--- config.mk ---
export PLATFORM = sky130hd
export DESIGN_NAME = bus_matcher
export DESIGN_NICKNAME = d
export VERILOG_FILES = /design/src/logic/bus_matcher_pkg.sv /design/src/logic/cycle_hold.sv /design/src/logic/bus_matcher.sv
export SDC_FILE = /design/constraint.sdc
export NUM_CORES = 1
export LEC_CHECK = 0
export BUFFER_PORTS_ARGS = -buffer_cell sky130_fd_sc_hd__buf_2
export CAP_MARGIN = 30
export CORE_MARGIN = 10
export CORE_UTILIZATION = 45
export CTS_CLUSTER_DIAMETER = 60
export CTS_CLUSTER_SIZE = 40
export DETAILED_ROUTE_END_ITERATION = 12
export GPL_TIMING_DRIVEN = 0
export HOLD_SLACK_MARGIN = 0.12
export PLACE_DENSITY_LB_ADDON = 0.25
export SETUP_SLACK_MARGIN = 0.5
export SLEW_MARGIN = 15
export SYNTH_ARGS = -nofsm -noshare
export SYNTH_HDL_FRONTEND = slang
export SYNTH_SLANG_ARGS = --single-unit
--- constraint.sdc ---
create_clock -name mclk -period 2.1 [get_ports mclk]
set_input_delay 0.21 -clock mclk [delete_from_list [all_inputs] [get_ports mclk]]
set_output_delay 0.21 -clock mclk [all_outputs]
set_load 0.05 [all_outputs]
--- src/logic/bus_matcher_pkg.sv ---
// Constants shared by the duplex bus matcher and its cycle hold register.
// Assumes one 40 MHz clock and a synchronous active-high reset.
package bus_matcher_pkg;

  // ********************************************************************
  // Widths and reset values
  // ********************************************************************
  localparam int ADDR_W = 32;
  localparam int DATA_W = 32;
  localparam int MCR_W = 32;
  localparam logic [31:0] MCR_RESET = 32'h0000_0000;
  localparam logic [31:0] HOLD_RESET = 32'h0000_0000;

  // Phases of the outgoing match bus: address word first, then data word.
  typedef enum logic [1:0] {
    PH_IDLE = 2'b00,
    PH_ADDR = 2'b01,
    PH_DATA = 2'b11
  } match_phase_t;

endpackage

--- src/logic/cycle_hold.sv ---
// Cycle hold register: a word pair with a lock that only a release or reset frees.
// Assumes the capture strobe and release pulse come from the same clock.
module cycle_hold
  import bus_matcher_pkg::*;
#(
  parameter int W = 32
) (
  input wire logic mclk,
  input wire logic srst,
  input wire logic capture,
  input wire logic release_lock,
  input wire logic [W-1:0] addr_in,
  input wire logic [W-1:0] data_in,
  output logic [W-1:0] addr_q,
  output logic [W-1:0] data_q,
  output logic locked
);

  // ********************************************************************
  // Capture and lock
  // ********************************************************************

  // Capture only while unlocked, so the first faulty cycle is kept for diagnosis.
  wire logic take = capture && !locked;

  // Set wins over release so a fault in the release cycle is not lost.
  always_ff @(posedge mclk) begin
    if (srst) begin
      addr_q <= W'(HOLD_RESET);
      data_q <= W'(HOLD_RESET);
      locked <= 1'b0;
    end else begin
      if (take) begin
        addr_q <= addr_in;
        data_q <= data_in;
      end
      if (capture) begin
        locked <= 1'b1;
      end else if (release_lock) begin
        locked <= 1'b0;
      end
    end
  end

endmodule // cycle_hold

--- src/logic/bus_matcher.sv ---
// Duplex bus matcher: compares local cycles with the mate's, sends local
// cycles to the mate, copies the mate's data in update mode, and keeps
// the mate communication register.
// Assumes bus strobes and mate inputs arrive from outside the clock domain.
//
// What this block does
// - Compare each local cycle with mate's cycle.
// - Send address then data on outgoing match bus.
// - Update mode steers incoming match bus to data.
// - Lock hold register after fault until released.
// - 32-bit register written locally, mate reads gated.
module bus_matcher
  import bus_matcher_pkg::*;
(
  input wire logic mclk,
  input wire logic srst,
  input wire logic cycle_strobe,
  input wire logic cycle_read,
  input wire logic [ADDR_W-1:0] local_addr,
  input wire logic [DATA_W-1:0] local_data,
  input wire logic mate_strobe,
  input wire logic [ADDR_W-1:0] mate_addr,
  input wire logic [DATA_W-1:0] mate_data,
  input wire logic [DATA_W-1:0] match_in,
  input wire logic update_req,
  input wire logic mcr_write,
  input wire logic mcr_to_measurement_bus,
  input wire logic clear_error,
  input wire logic release_lock,
  output logic [DATA_W-1:0] match_out,
  output logic match_out_valid,
  output logic match_out_is_data,
  output logic [DATA_W-1:0] update_data,
  output logic update_data_oe,
  output logic [MCR_W-1:0] measurement_bus,
  output logic measurement_bus_oe,
  output logic mismatch_pulse,
  output logic mismatch_error,
  output logic [ADDR_W-1:0] hold_addr,
  output logic [DATA_W-1:0] hold_data,
  output logic hold_locked
);

  // ********************************************************************
  // Input synchronisers
  // ********************************************************************

  // Bus strobes and mode levels are two-flop synchronised; the first stage feeds only the second.
  localparam int SYNC_N = 5;
  localparam int IX_LOC = 4;
  localparam int IX_MATE = 3;
  localparam int IX_UPD = 2;
  localparam int IX_RD = 1;
  localparam int IX_SEL = 0;

  // Raw pin levels gathered into one vector so every bit gets the same treatment.
  logic [SYNC_N-1:0] raw_lvl;
  assign raw_lvl = {cycle_strobe, mate_strobe, update_req, cycle_read, mcr_to_measurement_bus};

  // One two-stage synchroniser per bit; limitation: a strobe must stand more than one clock to be seen.
  logic [SYNC_N-1:0] meta_r;
  logic [SYNC_N-1:0] sync_r;
  for (genvar g = 0; g < SYNC_N; g++) begin : g_sync
    always_ff @(posedge mclk) begin
      if (srst) begin
        meta_r[g] <= 1'b0;
        sync_r[g] <= 1'b0;
      end else begin
        meta_r[g] <= raw_lvl[g];
        sync_r[g] <= meta_r[g];
      end
    end
  end

  // The edge detector resets to the idle level, so leaving reset makes no false start.
  logic strobe_d_r;
  always_ff @(posedge mclk) begin
    if (srst) begin
      strobe_d_r <= 1'b0;
    end else begin
      strobe_d_r <= sync_r[IX_LOC];
    end
  end

  // Named views of the synchronised levels.
  wire logic loc_s = sync_r[IX_LOC];
  wire logic mate_s = sync_r[IX_MATE];
  wire logic upd_s = sync_r[IX_UPD];
  wire logic rd_s = sync_r[IX_RD];
  wire logic mcr_sel_s = sync_r[IX_SEL];

  // Buses are held stable by the strobe, so sampling them on the strobe edge is safe.
  wire logic cyc_start = loc_s && !strobe_d_r;

  // ********************************************************************
  // Comparison
  // ********************************************************************

  // Cycles must overlap in time; a missing mate strobe counts as a mismatch too.
  // Both buses are compared whole; no partial-width compare is offered.
  wire logic addr_diff = local_addr != mate_addr;
  wire logic data_diff = local_data != mate_data;
  wire logic miscompare = cyc_start && (!mate_s || addr_diff || data_diff);

  // Sticky error; a new mismatch in the clear cycle wins over the clear.
  always_ff @(posedge mclk) begin
    if (srst) begin
      mismatch_error <= 1'b0;
      mismatch_pulse <= 1'b0;
    end else begin
      mismatch_pulse <= miscompare;
      if (miscompare) begin
        mismatch_error <= 1'b1;
      end else if (clear_error) begin
        mismatch_error <= 1'b0;
      end
    end
  end

  // The hold register keeps the first faulty cycle; later faults only keep it locked.
  cycle_hold #(
    .W(DATA_W)
  ) u_hold (
    .mclk(mclk),
    .srst(srst),
    .capture(miscompare),
    .release_lock(release_lock),
    .addr_in(local_addr),
    .data_in(local_data),
    .addr_q(hold_addr),
    .data_q(hold_data),
    .locked(hold_locked)
  );

  // ********************************************************************
  // Outgoing match bus
  // ********************************************************************

  match_phase_t phase_r;
  match_phase_t phase_nxt;
  logic [DATA_W-1:0] data_lat_r;

  // Two beats per cycle: the address word, then the latched data word.
  always_comb begin
    phase_nxt = phase_r;
    case (phase_r)
      PH_IDLE: begin
        if (cyc_start) begin
          phase_nxt = PH_ADDR;
        end
      end
      PH_ADDR: begin
        phase_nxt = PH_DATA;
      end
      default: begin
        phase_nxt = cyc_start ? PH_ADDR : PH_IDLE;
      end
    endcase
  end

  always_ff @(posedge mclk) begin
    if (srst) begin
      phase_r <= PH_IDLE;
      data_lat_r <= DATA_W'(HOLD_RESET);
      match_out <= DATA_W'(HOLD_RESET);
    end else begin
      phase_r <= phase_nxt;
      if (cyc_start) begin
        data_lat_r <= local_data;
      end
      if (phase_nxt == PH_ADDR) begin
        match_out <= local_addr;
      end else if (phase_nxt == PH_DATA) begin
        match_out <= cyc_start ? local_data : data_lat_r;
      end
    end
  end

  // Beat flags come straight from the phase register, so they never glitch.
  // A new cycle may start in the data beat, so back-to-back cycles lose no clock.
  assign match_out_valid = phase_r != PH_IDLE;
  assign match_out_is_data = phase_r == PH_DATA;

  // ********************************************************************
  // Update mode
  // ********************************************************************

  // Mate data is driven only on local reads, so it never fights a local write.
  // The copy lags the incoming bus by one clock; the mate must hold each word that long.
  always_ff @(posedge mclk) begin
    if (srst) begin
      update_data <= DATA_W'(HOLD_RESET);
    end else begin
      update_data <= match_in;
    end
  end

  assign update_data_oe = upd_s && rd_s && loc_s;

  // ********************************************************************
  // Mate communication register
  // ********************************************************************

  // Written from the local data bus; limitation: the write strobe must come from this clock.
  logic [MCR_W-1:0] mcr_r;
  always_ff @(posedge mclk) begin
    if (srst) begin
      mcr_r <= MCR_RESET;
      measurement_bus <= MCR_RESET;
    end else begin
      if (mcr_write) begin
        mcr_r <= local_data;
      end
      measurement_bus <= mcr_sel_s ? mcr_r : MCR_RESET;
    end
  end

  // From one clock after deselection the bus shows zeros so the mate never reads a stale word.
  assign measurement_bus_oe = mcr_sel_s;

endmodule // bus_matcher

==> results of run 1 <==
[how the worst min path moves through the flow]
stage,start,slack (ns),depth (start not counted),to
global placement,match_in[27],0.42,2,update_data[27]
global route,local_data[3],0.12,3,data_lat_r[3]
detailed placement,meta_r[1],0.42,1,rd_s
CTS,local_addr[16],0.12,4,match_out[16]
finish,srst,0.12,3,measurement_bus[0]
floorplan,mcr_to_measurement_bus,0.34,1,meta_r[0]
[per-stage QoR]
step | std cells | utilization (%) | total power, mW | instance area (µm²)
6_report | 1711 | 65.6 | 10.6 | 13700
2_1_floorplan | 944 | - | 5.97 | 9490
4_1_cts | 1705 | 65.2 | 10.7 | 13600
3_5_place_dp | 1554 | 55.1 | 6.59 | 11500
3_3_place_gp | 1554 | 55.1 | 6.58 | 11500
5_1_grt | 1709 | 65.6 | 11.0 | 13700
[layout by cell type, fill, tap and decap left out, types with 2 or more instances in the layout]
| master | count |
|---|---|
| a2111o_1 | 4 |
| a211oi_1 | 37 |
| a21oi_1 | 5 |
| and2_1 | 33 |
| and2b_1 | 2 |
| and3_1 | 28 |
| buf_1 | 6 |
| buf_12 | 11 |
| buf_16 | 5 |
| buf_2 | 338 |
| buf_4 | 6 |
| buf_6 | 6 |
| clkbuf_1 | 31 |
| clkbuf_16 | 20 |
| clkbuf_2 | 7 |
| clkinv_2 | 2 |
| clkinv_8 | 2 |
| dfxtp_1 | 239 |
| diode_2 | 5 |
| dlygate4sd3_1 | 106 |
| inv_1 | 11 |
| inv_12 | 5 |
| mux2i_1 | 122 |
| mux2i_2 | 4 |
| nand2_1 | 55 |
| nand2b_1 | 130 |
| nand4_1 | 12 |
| nor2_1 | 75 |
| nor2b_1 | 54 |
| nor4_2 | 3 |
| o22ai_1 | 4 |
| or2b_1 | 2 |
| xnor2_1 | 41 |
| xnor2_2 | 4 |
| xor2_1 | 3 |
[registers in the layout, summed over array words and instances, names as in the netlist, 2 cells and up]
register         count
data_lat_r          32
match_out           32
mcr_r               32
measurement_bus     32
meta_r               5
phase_r              2
u_hold.addr_q       32
u_hold.data_q       32
update_data         32
[kinds of logic (layout without fill, tap and decap cells)]
| group | after synthesis | count (layout) | share of synthesized area, % |
|---|---|---|---|
| simple gates | 401 | 401 | 23.1 |
| flops | 240 | 240 | 50.6 |
| mux | 126 | 126 | 13.3 |
| buf+inv | 73 | 560 | 4.11 |
| compound gates | 55 | 55 | 4.32 |
| xor+xnor | 49 | 49 | 4.52 |
| other cells | 0 | 5 | 0 |
[cell type report]
type                    instances  area, µm²  area share (%)
plain buffers                  62        397            2.89
diodes                          5       12.5          0.0913
clock inverters                12        195            1.42
flip-flops and latches        240       4810            35.1
inverters                      11       41.3           0.301
well taps                     275        344            2.51
clock buffers                  19        475            3.47
multi-input cells             631       4410            32.1
repair buffers                456       3030            22.1
[what timing repair did]
| item | 4_1_cts | 5_1_grt |
|---|---|---|
| setup buffers | 9 | 0 |
| hold buffers | 106 | 0 |
| pin swaps | 4 | 2 |
| gates cloned | 5 | 1 |
| gates resized for setup | 38 | 27 |
| setup endpoints to repair | 131 | 135 |
| hold endpoints to repair | 163 | 0 |
[where the power goes]
part | leakage [nW] | internal (mW) | total, mW | switching (mW)
registers | 1.96 | 4.74 | 4.82 | 0.0779
clock network | 0.324 | 1.93 | 3.87 | 1.93
logic | 4.38 | 0.750 | 1.95 | 1.20
[metal layers]
| layer | vias to the layer above | GRT usage (%) | part of all wire, % |
|---|---|---|---|
| met4 | 2 | 7.81 | 3.2 |
| met1 | 4112 | 31.4 | 40 |
| li1 | 4072 | - | - |
| met2 | 394 | 44.2 | 48 |
| met5 | - | 0 | 0.035 |
| met3 | 64 | 6.79 | 9.2 |
[worst register-to-register path: cells and delay by family, from the launching register on]
family | cells | cell delay [ns]
multiplexers | 1 | 0.22
AO/OA/AOI/OAI | 2 | 0.31
buffers and inverters | 3 | 0.42
AND/OR/NAND/NOR | 2 | 0.50
flip-flops | 1 | 0.34
==> summary.md, run 1 <==
| Metric | Value |
|---|---|
| Vias in the first global route | between 8000 and 9000 |
| Port Buffer Count | approximately 340 |
| Die Y | 165 µm |
| CTS Buf Count | 18 |
| Clk sink count | 240 |
| Mean Syn Cell Area | around 10 µm² |
| HPWL Detailed | about 27 mm |
| Worst skew pair latency | 0.52 ns |
| R2R Path End | u_hold.addr_q[18] |
| Crit path buf inv count | 4 |
| CTS H-tree lvls | 1 |
| Starting Density | 45.4% |
| Crit path max-delay cell type | nor4_2 |
| Critical Path Most Common Cell | buf_12 |
| Yosys warns | 0 |
| Unrepaired setup endpoints after global routing | yes |
| Max Cap Viol | 0 |
| Sequential area share after synthesis | just over 50% |
| Setup crit end | u_hold.addr_q[18] |
| CP arrival | 2.32 ns |
| Top Ports | ~340 |
| Cells along the critical path | buf_2 -> xnor2_1 -> nand4_1 -> nor4_2 -> nand4_1 -> o21ai_4 -> buf_12 -> buf_12 -> buf_12 -> mux2i_2 |
| Yosys reg bits | 240 |
| Synthesized net count | 1114 |
| All-Layer GR Usage | 25.9% |
| Most frequent cells after synthesis | 240 x dfxtp_1, 130 x nand2b_1, 126 x mux2i_1, 75 x nor2_1 |
| Run status | finished clean |
| Dominant synthesized flop cell | dfxtp_1 |
| Top cell type's share of synthesized area | about 51% |
| Area grow syn2layout | 44.5% |
| Critical path class | in -> reg |
| Largest net degree at the start of global routing | 31 |
| Final ANT Viol Nets | 0 |
| Clock skew | 0.0200 ns |
| Hold Vio Cnt, Final | 0 |
| Worst-path clk slew | roughly 0.090 ns |
| Power per Cell Area | roughly 780 nW/µm² |
| Die W | ~170 µm |
| Final Slew Violations | 0 |
| Worst Max-Slew Pin Slew | 0.807 ns |
| Residual DRC | 0 |
| Stages on the worst setup path | 10 |
| CTS root buf | clkbuf_16 |
| Max Clk Rate | around 530 MHz |
| Leak | between 6 and 7 nW |
| # fillers | 1699 |
| Cell with the most instances after synthesis | dfxtp_1 |
| Dominant cells by area after synthesis | dfxtp_1 51%, mux2i_1 13%, nand2b_1 8.6% |
| Via/cell ratio | between 5 and 6 |
| Fin crit period | 1.89 ns |
| Largest buffer count on any clock path | 3 |
| Period Utilization, post-route | ~90% |
| Initial antenna violation count | 5 |
| TNS Setup | 0 ns |
| EDFF count, synth | 0 |
| Worst Hold Class | in -> reg |
| 1st-iter DRT viols | 636 |
| Max_slew headroom | between 40% and 50% |
| Reg2Reg Setup Slack | roughly 0.23 ns |
| Total wire length | 37.5 mm |
| Layout cells sized above 1 | 29.8% |
| Vias | slightly below 9000 |
| CTS tree | done |
| Die area | between 20000 and 30000 µm² |
| Distinct cells, synth | 32 |
| WL/cell | between 20 and 25 µm |
| Ys async rst share | 0% |
| Crit-path max cell delay | 0.37 ns |
| CP delay by family, top | simple AND/OR/NAND/NOR gates |
| Row count | between 50 and 60 |
| Final Net Count | 1590 |
| DP Worst Slack | -0.531 ns |
| RD Place Congestion | about 0.95 |
| Crit path required time | about 2.5 ns |
| Total congestion overflow | 0 |
| Reg-to-Reg Start | mate_s |
| Startpoint type of the worst setup path | input pin |
| Worst VDD drop | 0.588 mV |
| Setup Viol. Count Final | 0 |
| Reg2Reg Depth | 8 |
| Synthesized instance count | 944 |
| Crit. Startpoint | local_addr[20] |
| DR pass1 iterations | 5 |
| Largest fanout on the critical path | 5 |
| Core area | approximately 21000 µm² |
| First-pass GRT wire length | ~53 mm |
| Final hold slack | 0.116 ns |
| Worst Setup End Kind | flop |
| Post-Syn Area | between 9000 and 10000 µm² |
| Final Worst Setup Slack | 0.213 ns |
| Area leader, netlist | dfxtp_1 |
Note: power is estimated with default switching activity, not from simulation.
==> inputs of run 2 (changes only) <==
- MAX_ROUTING_LAYER: default -> met4
- REMOVE_ABC_BUFFERS: default -> 1
==> run 2 against run 1 <==
Against the previous run:
- via count is 5.4% lower
- critical endpoint is now u_hold.data_q[27]
- sequential share of layout area is 0.13 points higher
- routed wire length is 15% lower
- critical path depth is 1 lower
- global-route usage is 3.4 points lower
- utilization is 0.11 points lower
- combinational power is 5% lower
- design area is 0.17% lower
- hold slack better by 0.023 ns
- die area stayed put
- power is 2.4% lower
==> summary.md, run 2 (same netlist as run 1, synthesis figures left out) <==
| Metric | Value |
|---|---|
| Max_slew headroom | 43.1% (-3.1 points) |
| Worst Hold Class | in -> reg |
| Largest buffer count on any clock path | 3 (unchanged) |
| TNS Setup | 0 ns (unchanged) |
| Pwr Total | 10.4 mW (-2.4%) |
| Crit path required time | 2.51 ns (-0.02 ns) |
| Critical Path Most Common Cell | buf_16 |
| Cells after DPL | 1503 (-3.3%) |
| Crit path max-delay cell type | dfxtp_2 |
| Crit-path max cell delay | 0.33 ns (-0.04 ns) |
| Post-Layout Cell Count | 1674 (-2.2%) |
| FF/Latch Area | 4820 µm² (+0.21%) |
| DR pass1 iterations | 5 (unchanged) |
| RD Place Congestion | 0.851 (-11%) |
| Crit path buf inv count | 4 (unchanged) |
| Via/cell ratio | 4.88 (-3.4%) |
| # fillers | 1633 (-3.9%) |
| Commonest cells after routing, fill and taps aside | 332 x buf_2, 235 x dfxtp_1, 128 x nand2b_1 |
| CP arrival | 2.37 ns (+0.05 ns) |
| Period Utilization, post-route | 93.2% (+3.3 points) |
| Hold Vio Cnt, Final | 0 (unchanged) |
| Startpoint type of the worst setup path | flop |
| Final ANT Viol Nets | 0 (unchanged) |
| Worst Max-Slew Pin Slew | 0.852 ns (+0.0447 ns) |
| Layout cells sized above 1 | 30.6% (+0.82 points) |
| Critical path class | reg -> reg |
| Final hold slack | 0.139 ns (+0.0233 ns) |
| Total wire length | 31.9 mm (-15%) |
| Run status | finished clean |
| Leak | 6.68 nW (+0.21%) |
| Cells along the critical path | o21ai_2 -> nor4_4 -> nand4_1 -> o21ai_4 -> buf_6 -> buf_16 -> buf_16 -> buf_16 -> mux2i_1 |
| Unrepaired setup endpoints after global routing | yes |
| CP delay by family, top | buffers and inverters |
| Setup Viol. Count Final | 0 (unchanged) |
| Largest fanout on the critical path | 8 (+3) |
| Die Y | 165 µm (unchanged) |
| Top Ports | 337 (unchanged) |
| Antenna diodes | 0 (-5) |
| Final Net Count | 1557 (-2.1%) |
| CTS tree | done |
| First-pass GRT wire length | 47.1 mm (-12%) |
| Die W | 165 µm (unchanged) |
| Core area | 20900 µm² (unchanged) |
| Area grow syn2layout | 44.2% |
| Multi-input logic area | 4410 µm² (about the same) |
| Worst Setup End Kind | flop |
| Clock skew | 0.0226 ns (+0.00266 ns) |
| Final Slew Violations | 0 (unchanged) |
| Worst-path clk slew | 0.09 ns (about the same) |
| CTS Buf Count | 19 (+1) |
| Post-DP Area | 11500 µm² (-0.42%) |
| Max Clk Rate | 511 MHz (-3.6%) |
| Largest net degree at the start of global routing | 152 (+390%) |
| 1st-iter DRT viols | 495 (-22%) |
| Total congestion overflow | 0 (unchanged) |
| Max Cap Viol | 0 (unchanged) |
| Fin crit period | 1.96 ns (+0.0700 ns) |
| HPWL Detailed | 21.1 mm (-22%) |
| Initial antenna violation count | 0 (-5) |
| CTS root buf | clkbuf_16 |
| Residual DRC | 0 (unchanged) |
| Starting Density | 45.4% (unchanged) |
| Design area | 13700 µm² (-0.17%) |
| All-Layer GR Usage | 22.5% (-3.4 points) |
| Commonest non-fill, non-tap cell in the layout | buf_2 |
| Power per Cell Area | 759 nW/µm² (-2.2%) |
| Vias in the first global route | 8367 (-4.0%) |
| Die area | 27300 µm² (unchanged) |
| Clk sink count | 240 (unchanged) |
| Reg2Reg Setup Slack | 0.14 ns (-0.09 ns) |
| CTS H-tree lvls | 1 (unchanged) |
| WL/cell | 19.0 µm (-13%) |
| Row count | 53 (unchanged) |
| Worst VDD drop | 0.855 mV (+45%) |
| Port Buffer Count | 336 (+0.30%) |
| Vias | 8173 (-5.4%) |
| Worst skew pair latency | 0.50 ns (-0.02 ns) |
run 2: worst min-delay path: cells and delay by family:
| kind | cells | cell delay (ns) |
|---|---|---|
| simple gates | 2 | 0.21 |
| buf+inv | 1 | 0.12 |
| compound gates | 1 | 0.04 |
run 2: metal layers:
| metal | global-route usage [%] | wire length (µm) |
|---|---|---|
| met2 | 36.9 | 15100 |
| met4 | 5.48 | 721 |
| met5 | - | 0 |
| met3 | 6.45 | 2940 |
| met1 | 26.8 | 13100 |
run 2: cell type report:
class,count,area share (%)
Sequential cell,240,35.2
Multi-Input combinational cell,633,32.2
Timing Repair Buffer,482,25.1
Clock buffer,20,3.57
Tap cell,275,2.51
Clock inverter,13,1.10
Inverter,11,0.302
run 2: power by group:
group / internal, mW / switching [mW]
registers: 4.74 / 0.0819
logic: 0.759 / 1.10
clock network: 1.82 / 1.89
total: 7.32 / 3.07
run 2: per-stage QoR:
stage	setup WS (ns)	utilization, %
floorplan	-1.84	-
global placement	-4.12	53.5
detailed placement	-1.15	54.9
CTS	0.171	64.4
global route	0.00190	65.5
finish	0.143	65.5
run 2: worst paths after layout:
check,startpoint,endpoint,cells past startpoint
min,local_addr[8],match_out[8],4
max,mate_s,u_hold.data_q[27],9
min reg2reg,meta_r[1],rd_s,1
max reg2reg,mate_s,u_hold.data_q[27],9
run 2: repair_timing:
action                                  in CTS  in global routing
setup buffers                               11                 12
cloned                                       4                  3
pin swaps                                    3                  3
resized for setup                           14                 18
endpoints found under the setup margin     105                 91
hold endpoints to repair                   179                  0
hold buffers                               108                  0
==> inputs of run 3 (changes only) <==
- SETUP_SLACK_MARGIN: 0.5 -> default
==> run 3 against run 2 <==
Against the previous run:
- power shrank 0.93%
- clock power about the same
- combinational power fell by 4%
- via count down 2.0%
- count of clock-buffer cells in the layout stayed put
- first-iteration DRC count shrank 12%
- fmax about the same
- sequential share of layout area is 0.89 points higher
==> summary.md, run 3 (same netlist as run 1, synthesis figures left out) <==
| Metric | Value |
|---|---|
| Run status | finished clean |
| Cells along the critical path | buf_2 -> xnor2_1 -> o221ai_1 -> nor4_1 -> nand4_1 -> o21ai_4 -> clkbuf_16 -> buf_16 -> clkbuf_16 -> mux2i_1 |
| CTS Buf Count | 19 (unchanged) |
| Setup Viol. Count Final | 0 (unchanged) |
| Design area | 13300 µm² (-2.7%) |
| Startpoint type of the worst setup path | input pin |
| Total congestion overflow | 0 (unchanged) |
| Pwr Total | 10.3 mW (-0.93%) |
| Die W | 165 µm (unchanged) |
| Vias in the first global route | 8228 (-1.7%) |
| Starting Density | 45.4% (unchanged) |
| Residual DRC | 0 (unchanged) |
| Final Slew Violations | 0 (unchanged) |
| Final hold slack | 0.141 ns (+0.00231 ns) |
| Max Cap Viol | 0 (unchanged) |
| CTS root buf | clkbuf_16 |
| Post-layout util | 63.8% (-1.8 points) |
| Die area | 27300 µm² (unchanged) |
| Worst VDD drop | 0.855 mV (+0.11%) |
| Commonest non-fill, non-tap cell in the layout | buf_2 |
| Post-DP Area | 11500 µm² (unchanged) |
| Antenna diodes | 0 (unchanged) |
| Critical Path Most Common Cell | clkbuf_16 |
| Largest net degree at the start of global routing | 152 (unchanged) |
| Final ANT Viol Nets | 0 (unchanged) |
| Row count | 53 (unchanged) |
| Crit-path max cell delay | 0.46 ns (+0.13 ns) |
| WL/cell | 18.3 µm (-3.9%) |
| Power per Cell Area | 773 nW/µm² (+1.8%) |
| CTS tree | done |
| Port Buffer Count | 336 (unchanged) |
| Total wire length | 30.3 mm (-5.0%) |
| Unrepaired setup endpoints after global routing | no |
| Worst Max-Slew Pin Slew | 0.848 ns (-0.00398 ns) |
| Area grow syn2layout | 40.3% |
| Layout cells sized above 1 | 29.0% (-1.6 points) |
| Hold Vio Cnt, Final | 0 (unchanged) |
| Die Y | 165 µm (unchanged) |
| Clock skew | 0.0220 ns (-0.000641 ns) |
| Max_slew headroom | 43.4% (+0.27 points) |
| Commonest cells after routing, fill and taps aside | 335 x buf_2, 240 x dfxtp_1, 129 x nand2b_1 |
| Worst-path clk slew | 0.08 ns (about the same) |
| Via/cell ratio | 4.84 (-0.83%) |
| Post-Layout Cell Count | 1655 (-1.1%) |
| Cells after DPL | 1503 (unchanged) |
| RD Place Congestion | 0.851 (unchanged) |
| # fillers | 1687 (+3.3%) |
| Crit path buf inv count | 4 (unchanged) |
| Top Ports | 337 (unchanged) |
| First-pass GRT wire length | 45.8 mm (-2.7%) |
| Vias | 8013 (-2.0%) |
| Largest fanout on the critical path | 8 (unchanged) |
| Final Net Count | 1538 (-1.2%) |
| TNS Setup | 0 ns (unchanged) |
| HPWL Detailed | 21.1 mm (unchanged) |
| Crit path max-delay cell type | nor4_1 |
| Multi-input logic area | 4350 µm² (-1.2%) |
| Initial antenna violation count | 0 (unchanged) |
| CP delay by family, top | simple AND/OR/NAND/NOR gates |
| Fin crit period | 1.96 ns (-0.000613 ns) |
| Final Worst Setup Slack | 0.144 ns (+0.000613 ns) |
| Worst skew pair latency | 0.50 ns (about the same) |
| Max Clk Rate | 511 MHz (about the same) |
| Worst Setup End Kind | flop |
| 1st-iter DRT viols | 435 (-12%) |
| Core area | 20900 µm² (unchanged) |
| CP arrival | 2.38 ns (about the same) |
| DR pass1 iterations | 6 (+1) |
| Crit path required time | 2.53 ns (+0.02 ns) |
| Largest buffer count on any clock path | 3 (unchanged) |
| Period Utilization, post-route | 93.2% (about the same) |
| FF/Latch Area | 4800 µm² (-0.23%) |
| DP Worst Slack | -1.15 ns (unchanged) |
| Critical path class | in -> reg |
| Clk sink count | 240 (unchanged) |
| Worst Hold Class | in -> reg |
| Leak | 6.51 nW (-2.6%) |
| CTS H-tree lvls | 1 (unchanged) |
| All-Layer GR Usage | 21.7% (-0.85 points) |
==> run 3: cell types whose count changed in the layout (fill, tap and decap cells not counted), moves of 3 or more <==
| cell | before | now |
|---|---|---|
| buf_4 | 16 | 8 |
| buf_12 | 8 | 3 |
| dfxtp_1 | 235 | 240 |
| buf_16 | 10 | 6 |
| buf_2 | 332 | 335 |
| dfxtp_2 | 3 | 0 |
==> run 3: final cells by class <==
cell class / count / share of cell area [%]
clock inverter: 13 / 1.13
clock buffer: 20 / 3.67
tap: 275 / 2.58
multi-input combinational: 631 / 32.7
timing repair buffer: 465 / 23.5
inverter: 11 / 0.310
sequential: 240 / 36.1
==> run 3: per-layer routing <==
metal,GRT usage [%],part of all wire (%),up-vias
met5,-,0,-
met4,4.75,1.8,0
met3,5.80,8.4,33
met2,35.9,48,276
met1,26.0,42,3749
li1,-,-,3955
==> run 3: final timing paths <==
kind	cells after the start	slack, ns	from	endpoint
worst max-delay path	10	0.14	local_data[29]	u_hold.addr_q[3]
worst min-delay path	4	0.14	local_addr[5]	match_out[5]
worst max register to register	8	0.18	mate_s	u_hold.addr_q[3]
worst min register to register	1	0.43	meta_r[1]	rd_s
==> run 3: worst min-delay path: stages <==
cell	delay (ns)
buf_2	0.12
nand2_1	0.05
and3_1	0.15
a211oi_1	0.05
==> run 3: timing repair <==
| item | CTS | global route |
|---|---|---|
| buffers inserted | 1 | 9 |
| hold buffers | 108 | 0 |
| pin swaps | 1 | 3 |
| gates resized for setup | 2 | 3 |
| setup endpoints to repair | 64 | 34 |
| gates cloned | 0 | 1 |
| hold endpoints to repair | 179 | 0 |
==> run 3: power by group <==
part	internal [mW]	total [mW]	switching (mW)
registers	4.74	4.82	0.0777
clock network	1.82	3.69	1.87
logic	0.709	1.78	1.07
total	7.27	10.3	3.02
